$ cat src/rtl/lims_pkg.sv
package lims_pkg;

   // ----------------------------------------------------------------------
   // Mode codes and layout
   // ----------------------------------------------------------------------

   // Indicator display modes, in the order of their 3-bit codes.
   typedef enum logic [2:0] {
      LIMS_MODE_LINK10OR1000,
      LIMS_MODE_LINK100OR1000,
      LIMS_MODE_LINKUP,
      LIMS_MODE_ACTIVITY,
      LIMS_MODE_LINKIDLE,
      LIMS_MODE_LINK10,
      LIMS_MODE_LINK100,
      LIMS_MODE_LINK1000
   } lims_mode_t;

   // Resolved link speed from the PHY.
   typedef enum logic [1:0] {
      LIMS_SPEED_10,
      LIMS_SPEED_100,
      LIMS_SPEED_1000,
      LIMS_SPEED_RSVD
   } lims_speed_t;

   // Link status as seen by the PHY.
   typedef struct packed {
      logic        linkUp;
      lims_speed_t speed;
      logic        txActive;
      logic        rxActive;
   } lims_link_t;

   // Per-output setting.
   typedef struct packed {
      lims_mode_t mode;
      logic       invert;
      logic       blink;
   } lims_out_cfg_t;

   localparam int           LIMS_NUM_OUT      = 3;
   localparam int           LIMS_CTL_WIDTH    = 16;
   localparam int           LIMS_MODE_LSB0    = 0;
   localparam int           LIMS_MODE_LSB1    = 5;
   localparam int           LIMS_MODE_LSB2    = 10;
   localparam int           LIMS_INVERT_OFS   = 3;
   localparam int           LIMS_BLINK_OFS    = 4;
   localparam int           LIMS_RATE_BIT     = 15;
   localparam logic [15:0]  LIMS_CTL_RESET    = 16'h18F4;
   localparam logic [2:0]   LIMS_LED_IDLE     = 3'h7; // All pins dark.

   // ----------------------------------------------------------------------
   // Blink timing
   // ----------------------------------------------------------------------

   localparam int  LIMS_CLK_HZ        = 25_000_000;
   localparam int  LIMS_SLOW_HALF_MS  = 200;
   localparam int  LIMS_FAST_HALF_MS  = 83;
   localparam int  LIMS_SLOW_CYCLES   = LIMS_CLK_HZ / 1000 * LIMS_SLOW_HALF_MS;
   localparam int  LIMS_FAST_CYCLES   = LIMS_CLK_HZ / 1000 * LIMS_FAST_HALF_MS;
   localparam int  LIMS_CNT_W         = 23;

endpackage

$ cat src/rtl/lims_blink_timer.sv
`timescale 1ns/1ps
`default_nettype none

// Half-period blink timer; the phase flips each time the selected
// half-period elapses. A rate change restarts the count.
module lims_blink_timer #(
   parameter int SLOW_CYCLES = lims_pkg::LIMS_SLOW_CYCLES,
   parameter int FAST_CYCLES = lims_pkg::LIMS_FAST_CYCLES
) (
   input  wire logic clk_sys,
   input  wire logic reset,
   input  wire logic fastRate,
   output var  logic blinkPhase
);

   // ----------------------------------------------------------------------
   // Counter
   // ----------------------------------------------------------------------

   localparam int W = lims_pkg::LIMS_CNT_W;

   logic [W-1:0] count_r;
   logic         rate_r;
   logic [W-1:0] limit;
   logic         wrap;
   logic         rateChange;

   assign limit      = fastRate ? W'(FAST_CYCLES - 1)
                                : W'(SLOW_CYCLES - 1);
   assign wrap       = (count_r >= limit);
   assign rateChange = (rate_r != fastRate);

   // Counting restarts on a rate change so a half-period never overruns.
   always_ff @(posedge clk_sys) begin
      if (reset) begin
         count_r    <= '0;
         rate_r     <= 1'b0;
         blinkPhase <= 1'b1;
      end else begin
         rate_r <= fastRate;
         if (rateChange) begin
            count_r <= '0;
         end else if (wrap) begin
            count_r    <= '0;
            blinkPhase <= ~blinkPhase;
         end else begin
            count_r <= count_r + W'(1);
         end
      end
   end

endmodule
`default_nettype wire

$ cat src/rtl/led_indication_mode_selector.sv
// How it works
// Mode 000: lit on 10 or 1000 link.
// Mode 001: lit on 100 or 1000 link.
// Mode 010: lit on any link.
// Mode 011: lit on link with traffic.
// Mode 100: lit on idle link only.
// Mode 101: lit on 10 link.
// Mode 110: lit on 100 link.
// Mode 111: lit on 1000 link.
// Shared rate: 200 ms or 83 ms halves.
// Per-output blink enable, steady when clear.
// Per-output invert; default active-low.
// Mode fields at 2:0, 7:5, 12:10.
// Independent outputs: condition, blink, then polarity.
// Blinking output stays inactive when condition false.
`timescale 1ns/1ps
`default_nettype none

module led_indication_mode_selector (
   input  wire logic                 clk_sys,
   input  wire logic                 reset,
   input  wire logic                 linkUp,
   input  wire logic [1:0]           linkSpeed,
   input  wire logic                 txActive,
   input  wire logic                 rxActive,
   input  wire logic                 ctlLoad,
   input  wire logic [15:0]          indicatorControlIn,
   output var  logic [15:0]          indicatorControl,
   output var  logic [2:0]           ledOut
);

   // ----------------------------------------------------------------------
   // Input synchronisers
   // ----------------------------------------------------------------------

   // PHY status arrives from outside this domain, so two stages each.
   lims_pkg::lims_link_t meta_r;
   lims_pkg::lims_link_t link_r;

   always_ff @(posedge clk_sys) begin
      if (reset) begin
         meta_r <= '0;
         link_r <= '0;
      end else begin
         meta_r <= {linkUp, lims_pkg::lims_speed_t'(linkSpeed),
                    txActive, rxActive};
         link_r <= meta_r;
      end
   end

   // ----------------------------------------------------------------------
   // Control word
   // ----------------------------------------------------------------------

   // Reset gives the documented defaults; ctlLoad replaces the word.
   always_ff @(posedge clk_sys) begin
      if (reset) begin
         indicatorControl <= lims_pkg::LIMS_CTL_RESET;
      end else if (ctlLoad) begin
         indicatorControl <= indicatorControlIn;
      end
   end

   // ----------------------------------------------------------------------
   // Link conditions
   // ----------------------------------------------------------------------

   logic isUp;
   logic is10;
   logic is100;
   logic is1000;
   logic busy;

   assign isUp   = link_r.linkUp;
   assign is10   = isUp && (link_r.speed == lims_pkg::LIMS_SPEED_10);
   assign is100  = isUp && (link_r.speed == lims_pkg::LIMS_SPEED_100);
   assign is1000 = isUp && (link_r.speed == lims_pkg::LIMS_SPEED_1000);
   assign busy   = link_r.txActive || link_r.rxActive;

   // ----------------------------------------------------------------------
   // Blink timer
   // ----------------------------------------------------------------------

   logic blinkPhase;

   lims_blink_timer u_timer (
      .clk_sys    (clk_sys),
      .reset      (reset),
      .fastRate   (indicatorControl[lims_pkg::LIMS_RATE_BIT]),
      .blinkPhase (blinkPhase)
   );

   // ----------------------------------------------------------------------
   // Per-output selection
   // ----------------------------------------------------------------------

   localparam int LSB [lims_pkg::LIMS_NUM_OUT] = '{
      lims_pkg::LIMS_MODE_LSB0, lims_pkg::LIMS_MODE_LSB1,
      lims_pkg::LIMS_MODE_LSB2};

   logic [2:0] ledNxt;

   for (genvar i = 0; i < lims_pkg::LIMS_NUM_OUT; i++) begin : g_out
      lims_pkg::lims_out_cfg_t cfg;
      logic                    cond;
      logic                    gated;

      assign cfg.mode   = lims_pkg::lims_mode_t'(
                          indicatorControl[LSB[i] +: 3]);
      assign cfg.invert = indicatorControl[LSB[i] +
                          lims_pkg::LIMS_INVERT_OFS];
      assign cfg.blink  = indicatorControl[LSB[i] +
                          lims_pkg::LIMS_BLINK_OFS];

      // Each output decodes its own mode with no shared state.
      always_comb begin
         unique case (cfg.mode)
            lims_pkg::LIMS_MODE_LINK10OR1000:  cond = is10 || is1000;
            lims_pkg::LIMS_MODE_LINK100OR1000: cond = is100 || is1000;
            lims_pkg::LIMS_MODE_LINKUP:        cond = isUp;
            lims_pkg::LIMS_MODE_ACTIVITY:      cond = isUp && busy;
            lims_pkg::LIMS_MODE_LINKIDLE:      cond = isUp && !busy;
            lims_pkg::LIMS_MODE_LINK10:        cond = is10;
            lims_pkg::LIMS_MODE_LINK100:       cond = is100;
            lims_pkg::LIMS_MODE_LINK1000:      cond = is1000;
         endcase
      end

      // Blink gating only masks a true condition, so a false one stays off.
      assign gated     = cond && (!cfg.blink || blinkPhase);
      // Invert clear means active-low: lit drives the pin low.
      assign ledNxt[i] = cfg.invert ? gated : !gated;
   end

   // ----------------------------------------------------------------------
   // Output register
   // ----------------------------------------------------------------------

   // Registered pins avoid glitches from the mode decode.
   always_ff @(posedge clk_sys) begin
      if (reset) begin
         ledOut <= lims_pkg::LIMS_LED_IDLE;
      end else begin
         ledOut <= ledNxt;
      end
   end

endmodule
`default_nettype wire

$ cat config.mk
export PLATFORM = sky130hd
export DESIGN_NAME = led_indication_mode_selector
export DESIGN_NICKNAME = d
export VERILOG_FILES = /design/src/rtl/lims_pkg.sv /design/src/rtl/lims_blink_timer.sv /design/src/rtl/led_indication_mode_selector.sv
export SDC_FILE = /design/constraint.sdc
export NUM_CORES = 1
export LEC_CHECK = 0
export ABC_CLOCK_PERIOD_IN_PS = 2500
export CORE_UTILIZATION = 51
export CTS_BUF_LIST = sky130_fd_sc_hd__clkbuf_4
export DETAILED_ROUTE_END_ITERATION = 8
export DONT_BUFFER_PORTS = 1
export PLACE_DENSITY = 0.71
export SETUP_SLACK_MARGIN = 0.2
export SYNTH_ARGS = -nofsm -noshare
export SYNTH_HDL_FRONTEND = slang
export SYNTH_HIERARCHICAL = 1
export SYNTH_SLANG_ARGS = --single-unit
$ cat constraint.sdc
create_clock -name clk_sys -period 2.5 [get_ports clk_sys]
set_clock_uncertainty 0.15 [all_clocks]
set_input_delay 0 -clock clk_sys [delete_from_list [all_inputs] [get_ports clk_sys]]
set_output_delay 0 -clock clk_sys [all_outputs]
set_load 0.05 [all_outputs]
==> impl_metrics.py, run 1 <==
metrics = {
    "routing": {
        "dr.pass1.iters": 4,
        "drtIter0Drc": 134,
        "drc": 0,
        "detail-route-antenna-nets": 0,
        "vias": 2196,
        "vias_per_cell": 5.436,
        "routed_wl_mm": 5.700,
        "post_drt_wl_per_cell_um": 14.11,
    },
    "power_and_ir_drop": {
        "powerDensity_nw_per_um2": 478.3,
        "irDropWorstVdd_v": 0.0003046,
        "p_leak_nw": 1.317,
    },
    "setup_path": {
        "path_buf_inv": 1,
        "end_kind": "register",
        "crit_path_cell_trace": "buf_12 > ha_4 > and4b_1 > a221oi_2 > o22ai_2 > a211oi_4 > nor3_2 > or3b_1",
        "reg2regPathDepth": 8,
        "cpLargestDelayFamily": "compound AO/OA/AOI/OAI gates",
        "crit_path_max_fanout": 5,
        "crit_cells": 8,
        "path_class": "reg2reg",
        "critPathMaxStageDelay_ps": 420,
        "critical_path_arrival_ps": 2450,
        "start_kind": "register",
        "critPathRequiredTime_ps": 2630,
        "slowest_stage": "dfxtp_4",
    },
    "timing": {
        "max_freq_ghz": 0.4315,
        "rsz0062_at_grt": "yes",
        "tightest_slew_ps": 738.7,
        "fin_crit_sh": 0.9270,
        "hold_viol": 3,
        "relSlewSlack": 0.5068,
        "finalSetupTns_ps": 0,
        "finalSetupViolCount": 0,
        "hold-worst-slack_ps": -429.7,
        "maxSlewViolCount": 0,
        "period_needed_ps": 2318,
    },
    "layout": {
        "regArea_um2": 1087,
        "area_growth_pct": 27.47,
        "diodes": 0,
        "multi_input_area_um2": 1518,
        "fin_nets": 371,
        "layout.cells.non_filler": 404,
        "final_util": 0.6894,
        "drive_gt1_frac": 0.1276,
        "fillerInstances": 382,
    },
    "hold_path": {
        "hold_class": "in2reg",
        "hold-path-cell-count": 1,
    },
    "cts": {
        "root_buffer": "clkbuf_4",
        "cts_tree": "built",
        "cts_made_buffers": 5,
        "cts_hold_buffers": 39,
        "cts_max_level": 2,
        "clockBufferDepth": 2,
        "clock_latency_ps": 370,
        "clk_pin_slew_ps": 160,
        "clock-sinks": 54,
    },
    "floorplan": {
        "core_um2": 4817,
        "initial_utilization": 0.5408,
        "ios": 43,
        "fp.dieArea_um2": 5398,
        "rows": 25,
        "die_x_um": 73.47,
        "die_y_um": 73.47,
    },
    "synth": {
        "synth_top_area_frac": 0.4150,
        "ys_types": 50,
        "synth-seq-area-share": 0.4150,
        "synth_fp_nets": 320,
        "async_reset_ff_frac": 0,
        "yosysTopAreaCell": "dfxtp_1",
        "syn_area_um2": 2605,
        "synth_edf_count": 0,
        "yosys_warnings": 6,
        "netlist_top_cells_area": "dfxtp_1, nor2_1, mux2i_1, ha_1, xor2_1",
        "syn_inst": 285,
        "synthFlopType": "dfxtp_1",
        "syn_area_per_cell_um2": 9.140,
        "synth_seq_cells": 54,
    },
    "place": {
        "gp_congestion": 0.8145,
        "dp_hpwl_mm": 3.535,
        "placed_cells": 353,
        "port_buffers": 0,
    },
    "global_route": {
        "grt_pass1_vias": 1988,
        "use_met3": 0.05350,
        "grt_pass1_wl_mm": 9.218,
        "busiest_layer": "met2",
        "grt_util_all_layers": 0.2251,
        "grt_util_met1": 0.3160,
        "use_met2": 0.3405,
        "grt_max_degree": 30,
        "antenna_found_initial": 0,
        "gr-total-overflow": 0,
    },
    "status": {
        "status": "complete, but fails checks",
        "failed_checks": "negative hold slack",
    },
    "flow_run": {
        "drv_cap": 0,
    },
}
[timing repair]
| action | CTS | global route |
|---|---|---|
| setup buffers | 4 | 0 |
| hold endpoints to repair | 54 | 3 |
| endpoints found under the setup margin | 21 | 23 |
| gates resized for setup | 4 | 12 |
| pin swaps | 6 | 2 |
| gates cloned | 0 | 0 |
[cells in the final DEF, fill, tap and decap left out, types with 2 or more instances in the layout]
cell type	count
o311a_1	2
dlygate4sd3_1	39
nor2b_1	12
inv_1	6
o211ai_1	2
nand2b_1	6
dfxtp_2	2
or3b_1	2
clkbuf_4	6
dfxtp_1	51
and4_1	5
ha_4	4
nor2_2	2
a31oi_1	2
o21ai_0	8
nand4_1	7
and3_1	5
a211oi_1	2
a21oi_1	4
nor3_1	2
nor4b_1	2
a221oi_2	2
buf_6	2
nand2_1	16
nor2_1	45
ha_1	7
xnor2_1	11
xor2_1	15
mux2i_1	15
buf_4	12
nand3_1	9
[logic make-up after synthesis]
group,after synthesis,synth area share
buffers and inverters,19,0.03218
and+or+nand+nor,123,0.2435
muxes,16,0.06196
DFF,54,0.4150
adders and majority gates,11,0.05283
AOI/OAI and AO/OA,36,0.1071
xor gates and xnor gates,26,0.08742
[flip-flops by register name, summed over array words and instances (netlist names)]
signal              cells
indicatorControl       16
isUp                    1
ledOut                  3
link_r                  4
meta_r                  5
u_timer/blinkPhase      1
u_timer/count_r        23
u_timer/rate_r          1
[routing by layer]
metal,up-vias,share of wire
li1,1102,-
met1,1044,0.48
met2,43,0.46
met3,7,0.039
met4,0,0.013
met5,-,0
[Yosys cell counts, drive strengths merged (2+ instances only)]
cell	n
dfxtp	54
nor3	3
or3b	2
ha	11
buf	6
o22ai	2
nor2	47
o211ai	2
and3	5
nor2b	13
o21ai	8
a221oi	3
mux2i	15
clkbuf	5
xor2	15
a211oi	3
nor4b	2
a31oi	2
and4b	2
nand2b	6
and4	5
nand3	9
xnor2	11
nand2	17
nand4	7
inv	7
o311a	2
a21oi	4
[power by group]
| part | leakage [nW] | switching [mW] | internal (mW) |
|---|---|---|---|
| Combinational | 0.839 | 0.109 | 0.115 |
| Sequential | 0.443 | 0.0698 | 0.893 |
| Clock | 0.0356 | 0.280 | 0.122 |
[stage by stage]
| stage | cell area [um2] | hold WS, ps | setup WS [ps] | power [mW] |
|---|---|---|---|---|
| 2_1_floorplan | 2636 | -83.31 | 202.1 | 1.103 |
| 3_3_place_gp | 2756 | -81.24 | 186.2 | 1.129 |
| 3_5_place_dp | 2756 | -79.35 | 147.7 | 1.133 |
| 4_1_cts | 3268 | -451.9 | 178.1 | 1.594 |
| 5_1_grt | 3321 | -466.2 | 108.1 | 1.662 |
| 6_report | 3321 | -429.7 | 182.5 | 1.588 |
[worst paths after layout]
path                                                        start                              end  slack [ps]
worst max register to register  indicatorControl[15]$_SDFFE_PP0P_  u_timer/blinkPhase$_SDFFE_PP1P_         180
worst min register to register      u_timer/count_r[0]$_SDFF_PP0_    u_timer/count_r[0]$_SDFF_PP0_         360
worst max-delay path            indicatorControl[15]$_SDFFE_PP0P_  u_timer/blinkPhase$_SDFFE_PP1P_         180
worst min-delay path                                        reset  u_timer/blinkPhase$_SDFFE_PP1P_        -430
[layout make-up]
class,count,area share
well taps,67,0.02524
clock buffers,6,0.01356
inverters,8,0.01055
clock inverters,2,0.004145
repair buffers,55,0.1620
flip-flops and latches,54,0.3274
multi-input cells,212,0.4570
[worst reg2reg max path, cell delays in order (launching register included)]
cell and delay, ps:
dfxtp_4 420, buf_12 140, ha_4 230, and4b_1 210, a221oi_2 270, o22ai_2 120, a211oi_4 320, nor3_2 60
or3b_1 340
Note: power is estimated with default switching activity, not from simulation.
==> inputs of run 2 (changes only) <==
Settings changed: ABC_CLOCK_PERIOD_IN_PS 2500 to 2060.
Clock period 2.5 ns to 2.06 ns, I/O delays scaled along.
==> impl_metrics.py, run 2 (synthesized netlist as in run 1, its figures left out) <==
metrics = {
    "status": {
        "status": "complete, but fails checks",
        "failed_checks": "negative hold slack, negative setup slack",
    },
    "layout": {
        "fin_nets": 389,
        "largest_register_ffs": 23,
        "regMostFlops": "u_timer/count_r",
        "layout.cells.non_filler": 422,
        "diodes": 0,
        "layout_common_cells": "nor2_1, dfxtp_1, dlygate4sd3_1, buf_4, nand2_1",
        "reg_top3": "u_timer/count_r x23, indicatorControl x16, meta_r x5",
        "final_util": 0.7091,
        "area_growth_pct": 31.12,
        "final_area_um2": 3416,
        "layout_commonest_cell": "nor2_1",
        "drive_gt1_frac": 0.1831,
    },
    "floorplan": {
        "die_x_um": 73.47,
        "rows": 25,
        "fp.dieArea_um2": 5398,
        "ios": 43,
        "die_y_um": 73.47,
        "initial_utilization": 0.5408,
        "core_um2": 4817,
    },
    "timing": {
        "fin_crit_sh": 1.151,
        "relSlewSlack": 0.5687,
        "hold_viol": 26,
        "tightest_slew_ps": 646.1,
        "max_freq_ghz": 0.4216,
        "worst_slack_ps": -311.6,
        "rsz0062_at_grt": "yes",
        "finalSetupViolCount": 24,
        "hold-worst-slack_ps": -426.9,
        "maxSlewViolCount": 0,
        "finalSetupTns_ps": -5550,
        "period_needed_ps": 2372,
    },
    "cts": {
        "cts_made_buffers": 5,
        "clockBufferDepth": 2,
        "cts_max_level": 2,
        "clock_latency_ps": 380,
        "clock-sinks": 54,
        "cts_hold_buffers": 36,
        "root_buffer": "clkbuf_4",
        "cts_tree": "built",
        "clk_pin_slew_ps": 160,
    },
    "setup_path": {
        "critPathRequiredTime_ps": 2190,
        "critPathLaunch": "indicatorControl[15]$_SDFFE_PP0P_",
        "r2r_setup_slack_ps": -310,
        "end_kind": "register",
        "endpoint": "u_timer/blinkPhase$_SDFFE_PP1P_",
        "r2r_start": "indicatorControl[15]$_SDFFE_PP0P_",
        "crit_path_max_fanout": 6,
        "critical_path_arrival_ps": 2510,
        "r2r_end": "u_timer/blinkPhase$_SDFFE_PP1P_",
        "path_class": "reg2reg",
        "start_kind": "register",
        "reg2regPathDepth": 7,
    },
    "routing": {
        "dr.pass1.iters": 4,
        "drc": 0,
        "drtIter0Drc": 134,
        "vias": 2310,
        "vias_per_cell": 5.474,
        "post_drt_wl_per_cell_um": 14.07,
        "detail-route-antenna-nets": 0,
        "routed_wl_mm": 5.938,
    },
    "global_route": {
        "antenna_found_initial": 0,
        "grt_pass1_wl_mm": 9.459,
        "gr-total-overflow": 0,
        "grt_util_all_layers": 0.2280,
        "grt_max_degree": 30,
        "grt_pass1_vias": 2055,
    },
    "power_and_ir_drop": {
        "p_total_mw": 1.937,
        "powerDensity_nw_per_um2": 567.1,
        "irDropWorstVdd_v": 0.0004119,
        "p_leak_nw": 1.413,
    },
    "hold_path": {
        "hold_class": "in2reg",
    },
    "place": {
        "placed_cells": 376,
        "port_buffers": 0,
        "dpl_cell_area_um2": 2940,
        "dp_slack_ps": -335.6,
        "dp_hpwl_mm": 3.862,
        "gp_congestion": 0.7813,
    },
    "flow_run": {
        "drv_cap": 0,
    },
}
## run 2: cell count changes in the layout (fill, tap and decap cells not counted), moves of 3 or more
cell           before  now
dfxtp_4             1    5
buf_4              12   36
dfxtp_2             2    5
dlygate4sd3_1      39   36
dfxtp_1            51   44
## run 2: how the worst min path moves through the flow
stage          start  depth (start not counted)                                 to  slack, ps
2_1_floorplan  reset                          1          u_timer/rate_r$_SDFF_PP0_        -80
3_3_place_gp   reset                          1   indicatorControl[0]$_SDFFE_PP0P_        -80
3_5_place_dp   reset                          1  indicatorControl[15]$_SDFFE_PP0P_        -80
4_1_cts        reset                          1    u_timer/blinkPhase$_SDFFE_PP1P_       -430
5_1_grt        reset                          1    u_timer/blinkPhase$_SDFFE_PP1P_       -450
6_report       reset                          1    u_timer/blinkPhase$_SDFFE_PP1P_       -430
## run 2: area by class of cell
class / instances / area [um2]
multi-input cells: 212 / 1485
fillers: 388 / 1401
flip-flops and latches: 54 / 1106
repair buffers: 73 / 645.6
well taps: 67 / 83.83
clock buffers: 5 / 37.54
inverters: 8 / 32.53
clock inverters: 3 / 25.02
## run 2: power breakdown
| group | internal, mW | switching, mW | leakage, nW |
|---|---|---|---|
| Sequential | 1.08 | 0.0719 | 0.447 |
| Clock | 0.140 | 0.357 | 0.0318 |
| Combinational | 0.139 | 0.147 | 0.935 |
## run 2: per-layer routing
layer	global-route usage	vias up	wire length [um]
li1	-	1145	-
met1	0.3220	1082	2853
met4	0.05128	0	45
met2	0.3537	78	2674
met5	0	-	0
met3	0.05213	5	364
## run 2: critical path, cell delays in order (launching register included)
cell and delay [ps]:
dfxtp_4 530, ha_4 250, a311o_1 280, a221oi_2 260
o22ai_1 100, a211oi_2 300, nor3_1 70, or3b_1 340
## run 2: what timing repair did
action / CTS / global route
endpoints found under the setup margin: 25 / 27
endpoints found under the hold margin: 54 / 26
setup buffers: 0 / 2
gates resized for setup: 2 / 10
pin swaps: 6 / 6
